`src/logic/ilo_pkg.sv`:
```
// Package: constants for the indexed literal offset operand address generator
package ilo_pkg;
    localparam int ADDR_W = 12;
    localparam logic [7:0] OFFSET_LIMIT = 8'h5F;
    localparam logic [7:0] ACCESS_SPLIT = 8'h60;
    localparam logic [3:0] ACCESS_HIGH_BANK = 4'hF;
    localparam logic [3:0] ADD_PREFIX = 4'h2;
    localparam logic [1:0] ADD_SUBOP = 2'h1;
    localparam logic [ADDR_W-1:0] ADDR_RESET = 12'h000;
    localparam logic [4:0] FLAGS_RESET = 5'h00;
    localparam logic [7:0] DATA_RESET = 8'h00;
    localparam int FLAG_C = 0;
    localparam int FLAG_DC = 1;
    localparam int FLAG_Z = 2;
    localparam int FLAG_OV = 3;
    localparam int FLAG_N = 4;
endpackage

```
`src/logic/ilo_alu.sv`:
```
// Byte adder producing the result and the arithmetic status flags
module ilo_alu (
    input wire logic [7:0] opA,
    input wire logic [7:0] opB,
    output logic [7:0] sum,
    output logic [4:0] flags
);
    logic [8:0] full;
    logic [4:0] low;
    always_comb begin
        full = {1'b0, opA} + {1'b0, opB};
        low = {1'b0, opA[3:0]} + {1'b0, opB[3:0]};
        sum = full[7:0];
        flags = '0;
        flags[ilo_pkg::FLAG_C] = full[8];
        flags[ilo_pkg::FLAG_DC] = low[4];
        flags[ilo_pkg::FLAG_Z] = (full[7:0] == 8'h00);
        flags[ilo_pkg::FLAG_OV] = (opA[7] == opB[7]) && (full[7] != opA[7]);
        flags[ilo_pkg::FLAG_N] = full[7];
    end
endmodule

```
`src/logic/ilo_addr_gen.sv`:
```
// Operand address generator for byte and bit instructions, with indexed literal offset mode
// Contract
// - Extension off: access bit picks access/banked address
// - Extension on, a=0, arg<=5Fh: pointer plus offset
// - Remap applies to all byte/bit instructions
// - Pointer zero gives original access mapping
// - Offset form always uses cleared access bit
// - Destination bit keeps accumulator/memory meaning
// - Indexed add updates N, OV, C, DC, Z
module ilo_addr_gen (
    input wire logic core_clk,
    input wire logic rst,
    input wire logic extEnable,
    input wire logic instrValid,
    input wire logic [15:0] instrWord,
    input wire logic [3:0] bankSelector,
    input wire logic [11:0] indirectPointerTwo,
    input wire logic [7:0] accumulator,
    input wire logic [7:0] memReadData,
    output logic addrValid,
    output logic [11:0] operandAddr,
    output logic indexedUsed,
    output logic destMemory,
    output logic addValid,
    output logic [7:0] addResult,
    output logic [4:0] statusFlags,
    output logic [11:0] addWriteAddr
);
    typedef struct packed {
        logic addrValid;
        logic [11:0] operandAddr;
        logic indexedUsed;
        logic destMemory;
        logic addPending;
        logic addValid;
        logic [7:0] addResult;
        logic [4:0] statusFlags;
        logic [11:0] addWriteAddr;
    } ilo_state_t;

    ilo_state_t stQ, stD;
    logic [7:0] litArg;
    logic accessBit;
    logic offsetForm;
    logic isAddIndexed;
    logic [7:0] aluSum;
    logic [4:0] aluFlags;

    assign litArg = instrWord[7:0];
    assign accessBit = instrWord[8];
    // Every byte/bit opcode carries the access bit at bit 8, so the same path serves all of them
    assign offsetForm = extEnable && !accessBit && (litArg <= ilo_pkg::OFFSET_LIMIT);
    assign isAddIndexed = (instrWord[15:12] == ilo_pkg::ADD_PREFIX)
        && (instrWord[11:10] == ilo_pkg::ADD_SUBOP) && offsetForm;

    ilo_alu uAlu (
        .opA(accumulator),
        .opB(memReadData),
        .sum(aluSum),
        .flags(aluFlags)
    );

    always_comb begin
        stD = stQ;
        stD.addrValid = instrValid;
        stD.addValid = 1'b0;
        if (instrValid) begin
            stD.indexedUsed = offsetForm;
            stD.destMemory = instrWord[9];
            if (offsetForm) begin
                // Pointer zero returns offsets to their legacy access RAM locations
                stD.operandAddr = indirectPointerTwo + {4'h0, litArg};
            end else if (accessBit) begin
                stD.operandAddr = {bankSelector, litArg};
            end else if (litArg < ilo_pkg::ACCESS_SPLIT) begin
                stD.operandAddr = {4'h0, litArg};
            end else begin
                stD.operandAddr = {ilo_pkg::ACCESS_HIGH_BANK, litArg};
            end
        end
        // Memory read data is expected in the same cycle the address is issued
        stD.addPending = instrValid && isAddIndexed;
        if (stQ.addPending) begin
            stD.addValid = 1'b1;
            stD.addResult = aluSum;
            stD.statusFlags = aluFlags;
            stD.addWriteAddr = stQ.operandAddr;
        end
    end

    always_ff @(posedge core_clk) begin
        if (rst) begin
            stQ <= '{addrValid: 1'b0, operandAddr: ilo_pkg::ADDR_RESET, indexedUsed: 1'b0,
                destMemory: 1'b0, addPending: 1'b0, addValid: 1'b0, addResult: ilo_pkg::DATA_RESET,
                statusFlags: ilo_pkg::FLAGS_RESET, addWriteAddr: ilo_pkg::ADDR_RESET};
        end else begin
            stQ <= stD;
        end
    end

    assign addrValid = stQ.addrValid;
    assign operandAddr = stQ.operandAddr;
    assign indexedUsed = stQ.indexedUsed;
    assign destMemory = stQ.destMemory;
    assign addValid = stQ.addValid;
    assign addResult = stQ.addResult;
    assign statusFlags = stQ.statusFlags;
    assign addWriteAddr = stQ.addWriteAddr;
endmodule

```
`config.mk`:
```
export PLATFORM = sky130hd
export DESIGN_NAME = ilo_addr_gen
export DESIGN_NICKNAME = d
export VERILOG_FILES = /design/src/logic/ilo_pkg.sv /design/src/logic/ilo_alu.sv /design/src/logic/ilo_addr_gen.sv
export SDC_FILE = /design/constraint.sdc
export NUM_CORES = 1
export LEC_CHECK = 0
export BUFFER_PORTS_ARGS = -buffer_cell sky130_fd_sc_hd__buf_2
export CAP_MARGIN = 20
export CORE_MARGIN = 5
export CORE_UTILIZATION = 45
export CTS_CLUSTER_DIAMETER = 150
export DETAILED_ROUTE_END_ITERATION = 10
export PLACE_DENSITY = 0.77
export SLEW_MARGIN = 30
export SYNTH_ARGS = -nofsm -noshare
export SYNTH_HDL_FRONTEND = slang
export SYNTH_SLANG_ARGS = --single-unit
```
`constraint.sdc`:
```
create_clock -name core_clk -period 1.6 [get_ports core_clk]
set_clock_uncertainty 0.1 [all_clocks]
set_input_delay 0.08 -clock core_clk [delete_from_list [all_inputs] [get_ports core_clk]]
set_output_delay 0.08 -clock core_clk [all_outputs]
set_load 0.1 [all_outputs]
```
### Word-level counts from Yosys, hierarchy flattened

Index checks and enable logic that the tools add are counted.

* mux-type cells: 4
* equality and inequality tests: 4
* reduce and logical (&&, ||, !) cells: 8
* order comparisons: 2
* $add $sub $neg: 3

Operators by type and width (count)
* two-way mux 12 bit: 3
* two-way mux 26 bit: 1
* adder 12 x 8 -> 12 bit: 1
* adder 8 x 8 -> 9 bit: 1
* less-or-equal comparator 8 x 7 -> 1 bit, second input constant: 1
* zero test 8 bit: 1
* less-than comparator 8 x 7 -> 1 bit, second input constant: 1
* logical AND 1 bit: 6
* adder 4 x 4 -> 5 bit: 1
* == test 4 x 2 -> 1 bit, second input constant: 1
* == test 2 x 1 -> 1 bit, second input constant: 1
* == test 1 bit: 1
* zero test 1 bit: 1
* inequality test 1 bit: 1

* word-level logic and storage cells: 30
* output and inout bits: 41
* register bits: 42

### Logic depth before layout (Yosys ltp)

Gate-level depths: netlist (run 1).

* depth in word-level cells: 5
* depth in mapped cells: 9

### Hierarchy

Synthesis (run 1) repeated with hierarchy kept, for this count alone.

* cells, all modules: 298
* area, all modules: 2537.4 um^2

By module, submodules not included
* ilo_addr_gen: instances 1, area an instance 2123.3 um^2, cells each 245
* ilo_alu: instances 1, area an instance 414.1 um^2, cells each 53

### Worst setup path before layout (run 1)

Ideal clock, no wire load.

* path kind: reg2reg
* start point: reg, netlist name operandAddr[9]
* end point: reg stQ, in the netlist operandAddr[9]
* period minus slack after synthesis: 1.944 ns
* setup time: 0.062 ns
* setup slack: -0.344 ns
* stages on the path, launching flop included: 5
* data required time: 1.438 ns
* buffers on the path: 0
* arrival time: 1.782 ns
* path through: dfxtp_1 -> o21bai_1 -> nor3_1 -> or3b_1 -> nand3_1

RTL lines
* end signal: assignment: RTL line ilo_addr_gen.sv:93 `stQ <= '{addrValid: 1'b0, operandAddr: ilo_pkg::ADDR_RESET, indexedUsed: 1'b0,`
* end signal: assignment: RTL line ilo_addr_gen.sv:97 `stQ <= stD;`
* end: declaration: RTL line ilo_addr_gen.sv:41 `ilo_state_t stQ, stD;`

### Final worst setup path (run 1)

* start point: in instrWord[0]
* end point: reg stQ, in the netlist operandAddr[8]

* cells in the longest elaborated chain, start to end: 4

RTL lines
* start: declaration: RTL line ilo_addr_gen.sv:15 `input wire logic [15:0] instrWord,`
* less-than comparator 8 x 7 -> 1 bit: RTL line ilo_addr_gen.sv:75 `end else if (litArg < ilo_pkg::ACCESS_SPLIT) begin`
* two-way mux 12 bit: RTL line ilo_addr_gen.sv:75
* two-way mux 12 bit: RTL line ilo_addr_gen.sv:73 `end else if (accessBit) begin`
* two-way mux 12 bit (*): RTL line ilo_addr_gen.sv:70 `if (offsetForm) begin`

Every way passes the cells marked *; elsewhere a longest branch is shown, timed or not.
A chain may end at the register's enable or synchronous reset.

==> results of run 1 <==
-- stage by stage --
| step | cell area (µm²) | util |
|---|---|---|
| detailed placement | 3169 | 0.5863 |
| finish | 3413 | 0.6315 |
| global placement | 3169 | 0.5863 |
| global route | 3413 | 0.6315 |
| CTS | 3376 | 0.6245 |
| floorplan | 2499 | - |
-- path summary, 6_finish.rpt --
kind                                               start                            to  depth (start not counted)
worst max-delay path                        instrWord[0]   operandAddr[8]$_SDFFE_PP0P_                         10
worst min-delay path              indirectPointerTwo[11]  operandAddr[11]$_SDFFE_PP0P_                          4
worst max register to register        stQ[26]$_SDFF_PP0_     addResult[7]$_SDFFE_PP0P_                          4
worst min register to register  indexedUsed$_SDFFE_PP0P_      indexedUsed$_SDFFE_PP0P_                          2
-- cells by family (layout without fill, tap and decap cells) --
kind of cell | Yosys count | count (layout) | synth area share
and+or+nand+nor | 93 | 93 | 0.1888
AOI/OAI and AO/OA | 66 | 66 | 0.1863
DFF | 41 | 41 | 0.3338
buffers and inverters | 27 | 151 | 0.05954
muxes | 25 | 25 | 0.1018
adders and majority gates | 18 | 18 | 0.09771
xor gates and xnor gates | 9 | 9 | 0.03206
-- sequential cells by signal, summed over array words and instances (netlist names) --
| name | cells |
|---|---|
| addWriteAddr | 12 |
| operandAddr | 12 |
| addResult | 8 |
| statusFlags | 4 |
| addValid | 1 |
| addrValid | 1 |
| destMemory | 1 |
| indexedUsed | 1 |
| stQ | 1 |
-- layout make-up --
cell class	count	share of cell area
Inverter	13	0.01430
Sequential cell	41	0.2419
Tap cell	72	0.02639
Clock inverter	3	0.01356
Clock buffer	5	0.02016
Multi-Input combinational cell	211	0.4560
Timing Repair Buffer	130	0.2276
-- where the power goes --
part	switching, mW	total (mW)	internal, mW
clock	0.365	0.831	0.467
combinational	0.505	0.831	0.326
sequential	0.0222	1.07	1.05
-- timing repair --
item / CTS / global route
pin swaps: 1 / 4
setup buffers: 2 / 1
endpoints found under the hold margin: 5 / 0
hold buffers: 6 / 0
endpoints found under the setup margin: 2 / 8
resized for setup: 5 / 6
-- worst max-delay path: stages --
cell and delay [ns]:
buf_8 0.08, ha_4 0.13, inv_2 0.03, fa_2 0.32
and2b_2 0.24, o21ai_2 0.08, a311oi_2 0.28, nor3_1 0.10
nand3b_1 0.19, a211oi_2 0.20
-- routing by layer --
| metal | up-vias | global-route usage | share of wire |
|---|---|---|---|
| met3 | 13 | 0.04837 | 0.058 |
| met5 | - | 0 | 0 |
| met4 | 0 | 0.06725 | 0.021 |
| met2 | 84 | 0.3218 | 0.49 |
| li1 | 1236 | - | - |
| met1 | 1166 | 0.2210 | 0.43 |
-- placed cells by master, fill, tap and decap left out, types with 2 or more instances in the layout --
master and count:
a211oi_1 8, a211oi_2 2, a21o_1 4, a21oi_1 14, a21oi_2 3, a311oi_1 3, a311oi_2 2, a31oi_1 2
buf_2 90, buf_4 32, clkbuf_8 5, dfxtp_1 37, dfxtp_2 4, dlygate4sd3_1 6, fa_2 2, ha_1 14
ha_4 2, inv_1 11, inv_2 2, mux2i_1 25, nand2_1 13, nand2b_1 2, nand3_1 4, nand3b_1 3
nand4_1 2, nor2_1 44, nor2b_1 5, nor3_1 8, nor4b_1 3, o211ai_1 3, o21a_1 3, o21ai_0 10
o21bai_1 4, xnor2_1 8
==> results.md, run 1 <==
- Status: finished, violations left
- Failing checks: negative setup slack
- Syn avg cell area: 8.812 µm²
- CTS Buf Count: 5
- Crit. End Element: flip-flop
- Die height: 83.92 µm
- Via-per-instance ratio: 5.261
- Max Cap Viol: 0
- DR WL/cell: 14.21 µm
- Synth top area share: 0.3338
- Nets: 472
- Rows: 27
- Post-Syn Area: 0.002459 mm²
- Max Slew Vio Count: 0
- Synth top area cells: dfxtp_1 33%, mux2i_1 10%, ha_1 8.1%
- Share of layout cells above drive strength 1: 0.3921
- Register area: 825.8 µm²
- Dpl ws: -0.3939 ns
- Worst VDD drop: 0.5901 mV
- Initial antenna violation count: 0
- Number of global-route vias before repair: 2409
- Placer Congestion: 0.8791
- Multi-input gate area in the final layout: 0.001556 mm²
- Startpoint Class: input pin
- DRC errors left: 0
- Netlist cell types: 47
- TritonCTS clock tree: built
- First-pass DRT Iterations: 4
- Top FF cell, synth: dfxtp_1
- CP Class: input pin to flip-flop
- Synth Warn #: 0
- Final setup margin: -0.01927 ns
- Overflow after GRT: 0
- WP data required: 1.71 ns
- Clk buf depth: 2
- Number of flops mapped to enable cells by yosys: 0
- Filler Cell Count: 504
- Number of diodes: 0
- Final setup fails: 1
- Relative slew margins: 0.6697
- Syn Nets: 349
- Crit path time final: 1.619 ns
- FF+latch count, synth: 41
- Post-Layout Cell Count: 475
- CP arrival: 1.73 ns
- Final Cycle Share: 1.012
- Initial Util: 0.4549
- Number of DRC markers in iteration 0: 99
- Clock root cell: clkbuf_8
- Total Routing Usage GR: 0.1861
- Core area: 0.005405 mm²
- Clk slew on worst S/H paths: 0.08 ns
- Sink Count: 41
- Hpwl dp: 5.389 mm
- Post-synth ARST share: 0
- Full die area: 0.007042 mm²
- Worst-Skew Late Latency: 0.29 ns
- Commonest cells in the netlist: 44 x nor2_1, 41 x dfxtp_1, 25 x mux2i_1
- Max Freq: 617.6 MHz
- Leakage power of the design: 1.573 nW
- Total power: 2.733 mW
- Worst-path maximum fanout: 3
- Hold Worst Slack: 0.01141 ns
- Most area-hungry cell type in the Yosys netlist: dfxtp_1
- Area growth, synth to finish: 38.83%
- Flop2flop setup slack: 0.29 ns
- Worst-margin pin slew: 0.4989 ns
- Total number of vias: 2499
- Die W: 83.92 µm
- RSZ-0062 raised after global routing: true
- Seq/Total Area, Yosys: 0.3338
- PortBufs: 92
- Post-route ant nets: 0
- Setup TNS: -0.01927 ns
- H-tree depth: 2
- Cells after synthesis: 279
- Power Density: 800.6 mW/mm²
- I/O Pins: 93
- DRT Wirelength: 6.752 mm
- Worst Hold Class: input pin to flip-flop
- Endpoints failing hold: 0
- Most numerous cell in the Yosys netlist: nor2_1
- First-pass GRT wire length: 10.86 mm
- Largest net degree at the start of global routing: 25
- Inst Count DP: 458
Note: power is estimated with default switching activity, not from simulation.
==> run 2, diff against run 1 <==
--- a/config.mk
+++ b/config.mk
@@ -5,13 +5,14 @@
 export SDC_FILE = /design/constraint.sdc
 export NUM_CORES = 1
 export LEC_CHECK = 0
+export ABC_AREA = 1
 export BUFFER_PORTS_ARGS = -buffer_cell sky130_fd_sc_hd__buf_2
 export CAP_MARGIN = 20
 export CORE_MARGIN = 5
-export CORE_UTILIZATION = 45
+export CORE_UTILIZATION = 44
 export CTS_CLUSTER_DIAMETER = 150
 export DETAILED_ROUTE_END_ITERATION = 10
-export PLACE_DENSITY = 0.77
+export PLACE_DENSITY = 0.76
 export SLEW_MARGIN = 30
 export SYNTH_ARGS = -nofsm -noshare
 export SYNTH_HDL_FRONTEND = slang
==> run 2 against run 1 <==
Compared with the run above:
- the flow now finishes without violations
- largest power group unchanged
- via count up 12%
- fmax rose by 10%
- highest routed layer unchanged
- global-route usage increased by 0.90 points
- wire length up 5.1%
- worst hold slack about the same
- critical path type unchanged
- combinational power shrank 10%
- first-iteration DRC count increased by 62%
- cell count rose by 14%
==> results.md, run 2 <==
- Status: finished clean
- Number of flops mapped to enable cells by yosys: 0 (unchanged)
- First-pass GRT wire length: 11.72 mm (+7.9%)
- XOR/XNOR Fraction of Synth Area: 0.01429 (-0.01777)
- Nets: 540 (+14%)
- Clk buf depth: 2 (unchanged)
- Placed inst area: 0.003084 mm² (-2.7%)
- Startpoint Class: input pin
- Commonest cells in the netlist: 64 x nand2_1, 49 x nor2_1, 41 x dfxtp_1
- Syn Nets: 429 (+23%)
- Cells after synthesis: 359 (+29%)
- H-tree depth: 2 (unchanged)
- Max Slew Vio Count: 0 (unchanged)
- Syn avg cell area: 6.828 µm² (-23%)
- Seq/Total Area, Yosys: 0.3349 (+0.001022)
- PortBufs: 92 (unchanged)
- Sink Count: 41 (unchanged)
- Number of DRC markers in iteration 0: 160 (+62%)
- Full die area: 0.007163 mm² (+1.7%)
- Clock root cell: clkbuf_8
- Die W: 84.64 µm (+0.86%)
- Die height: 84.64 µm (+0.86%)
- Core Util, Final: 0.5992 (-0.03226)
- Hold Path Sink: operandAddr[8]$_SDFFE_PP0P_
- Largest net degree at the start of global routing: 24 (-4.0%)
- Share of layout cells above drive strength 1: 0.2824 (-0.1097)
- Synth Area in Compound Gates: 0.1817 (-0.004534)
- DR WL/cell: 13.07 µm (-8.1%)
- Hold Worst Slack: 0.01093 ns (-0.0004829 ns)
- Number of diodes: 0 (unchanged)
- Overflow after GRT: 0 (unchanged)
- Worst hold path startpoint: bankSelector[0]
- First-pass DRT Iterations: 4 (unchanged)
- Post-synth ARST share: 0 (unchanged)
- Leakage power of the design: 1.801 nW (+14%)
- Simple logic cell fraction of the synthesized area: 0.2802 (+0.09144)
- Relative slew margins: 0.6662 (-0.003448)
- Total power: 2.648 mW (-3.1%)
- Rows: 27 (unchanged)
- Hpwl dp: 5.621 mm (+4.3%)
- Clk slew on worst S/H paths: 0.08 ns (about the same)
- Number of global-route vias before repair: 2664 (+11%)
- I/O Pins: 93 (unchanged)
- Commonest non-fill, non-tap cell in the layout: buf_2
- Final Cycle Share: 0.9191 (-0.09294)
- CP Class: input pin to flip-flop
- Synth top area share: 0.3349 (+0.001022)
- Most numerous cell in the Yosys netlist: nand2_1
- Core area: 0.005473 mm² (+1.3%)
- Worst-margin pin slew: 0.5041 ns (+0.005208 ns)
- Worst-path maximum fanout: 4 (+1)
- CP arrival: 1.60 ns (-0.13 ns)
- Post-CTS setup buffers: 0 (-2)
- Worst VDD drop: 0.6090 mV (+3.2%)
- Reg2reg start: stQ[26]$_SDFF_PP0_
- TritonCTS clock tree: built
- DRT Wirelength: 7.095 mm (+5.1%)
- Placer Congestion: 0.9527 (+8.4%)
- Via-per-instance ratio: 5.142 (-2.3%)
- Initial Util: 0.4479 (-0.006987)
- Area growth, synth to finish: 33.79%
- WP data required: 1.73 ns (+0.02 ns)
- Cell area after layout: 0.003279 mm² (-3.9%)
- Crit. End Element: flip-flop
- Final setup fails: 0 (-1)
- Commonest cells after routing, fill and taps aside: 92 x buf_2, 64 x nand2_1, 49 x nor2_1
- Initial antenna violation count: 0 (unchanged)
- Post-route ant nets: 0 (unchanged)
- Worst-Skew Late Latency: 0.29 ns (about the same)
- Main combinational cell family by area after synthesis: simple AND/OR/NAND/NOR gates
- Max Freq: 680.0 MHz (+10%)
- DRC errors left: 0 (unchanged)
- Endpoints failing hold: 0 (unchanged)
- Most area-hungry cell type in the Yosys netlist: dfxtp_1
- FF+latch count, synth: 41 (unchanged)
- Worst Hold Class: input pin to flip-flop
- Power Density: 807.5 mW/mm² (+0.87%)
- Worst flop-to-flop path endpoint: statusFlags[3]$_SDFFE_PP0P_
- Total number of vias: 2792 (+12%)
- Min-Delay Path Depth: 3 (-1)
- Flop2flop setup slack: 0.27 ns (-0.02 ns)
- Post-Syn Area: 0.002451 mm² (-0.31%)
- CTS Buf Count: 5 (unchanged)
- Top FF cell, synth: dfxtp_1
- Max Cap Viol: 0 (unchanged)
- RSZ-0062 raised after global routing: false
- Worst reg2reg path depth: 5 (+1)
- Crit path time final: 1.471 ns (-0.1487 ns)
- Adder-cell area share of the yosys netlist: 0.09801 (+0.0002993)
- Synth Warn #: 0 (unchanged)
- Synth top area cells: dfxtp_1 33%, nand2_1 9.8%, ha_1 8.2%
- Total Routing Usage GR: 0.1951 (+0.009019)
- Mux cell area share after synthesis: 0 (-0.1018)
- Netlist cell types: 29 (-38%)
## run 2: where the power goes
part	leakage, nW	internal, mW	switching [mW]
logic	1.41	0.248	0.496
registers	0.334	1.05	0.0192
clock network	0.0585	0.468	0.372
total	1.80	1.76	0.887
## run 2: critical path: stages
cell and delay, ns:
dlygate4sd3_1 0.53, buf_2 0.15, ha_4 0.24, or2_2 0.30
a21oi_1 0.11, o21ai_1 0.08, a21oi_1 0.11
## run 2: kinds of logic (layout without fill, tap and decap cells)
family / after synthesis / count (layout)
flip-flops: 41 / 41
AO/OA/AOI/OAI: 81 / 81
buffers and inverters: 56 / 168
adder cells (fa/ha/maj): 18 / 18
XOR/XNOR: 4 / 4
AND/OR/NAND/NOR: 159 / 159
## run 2: metrics by stage
step	instances	TNS (ns)	worst slack, ns
finish	543	0	0.1294
global route	543	0	0.06932
CTS	543	0	0.07908
detailed placement	528	-0.06947	-0.03776
global placement	528	0	0.01639
floorplan	359	0	0.04608
## run 2: how the worst max path moves through the flow
| stage | start | to | slack, ns | cells after the start |
|---|---|---|---|---|
| global placement | instrWord[0] | operandAddr[8]$_SDFFE_PP0P_ | 0.02 | 10 |
| finish | accumulator[7] | statusFlags[3]$_SDFFE_PP0P_ | 0.13 | 7 |
| global route | accumulator[7] | statusFlags[3]$_SDFFE_PP0P_ | 0.07 | 7 |
| floorplan | addResult[7]$_SDFFE_PP0P_ | statusFlags[4] | 0.05 | 1 |
| CTS | accumulator[7] | statusFlags[3]$_SDFFE_PP0P_ | 0.08 | 7 |
| detailed placement | accumulator[0] | statusFlags[2]$_SDFFE_PP0P_ | -0.04 | 11 |
## run 2: routing by layer
| layer | global-route usage | routed length, µm | vias to the layer above |
|---|---|---|---|
| li1 | - | - | 1408 |
| met1 | 0.2484 | 3158 | 1282 |
| met2 | 0.3338 | 3336 | 93 |
| met3 | 0.05790 | 557 | 9 |
| met4 | 0.02734 | 42 | 0 |
| met5 | 0 | 0 | - |
## run 2: what timing repair did
item,4_1_cts,5_1_grt
setup endpoints to repair,0,1
hold endpoints to repair,6,0
hold buffers,7,0
resized for setup,0,1
## run 2: layout make-up
type | instances | area (µm²)
multi-input combinational | 262 | 1420
clock buffer | 5 | 68.82
inverter | 44 | 165.2
clock inverter | 3 | 43.79
timing repair buffer | 116 | 670.6
fill | 526 | 2193
sequential | 41 | 820.8
tap | 72 | 90.09
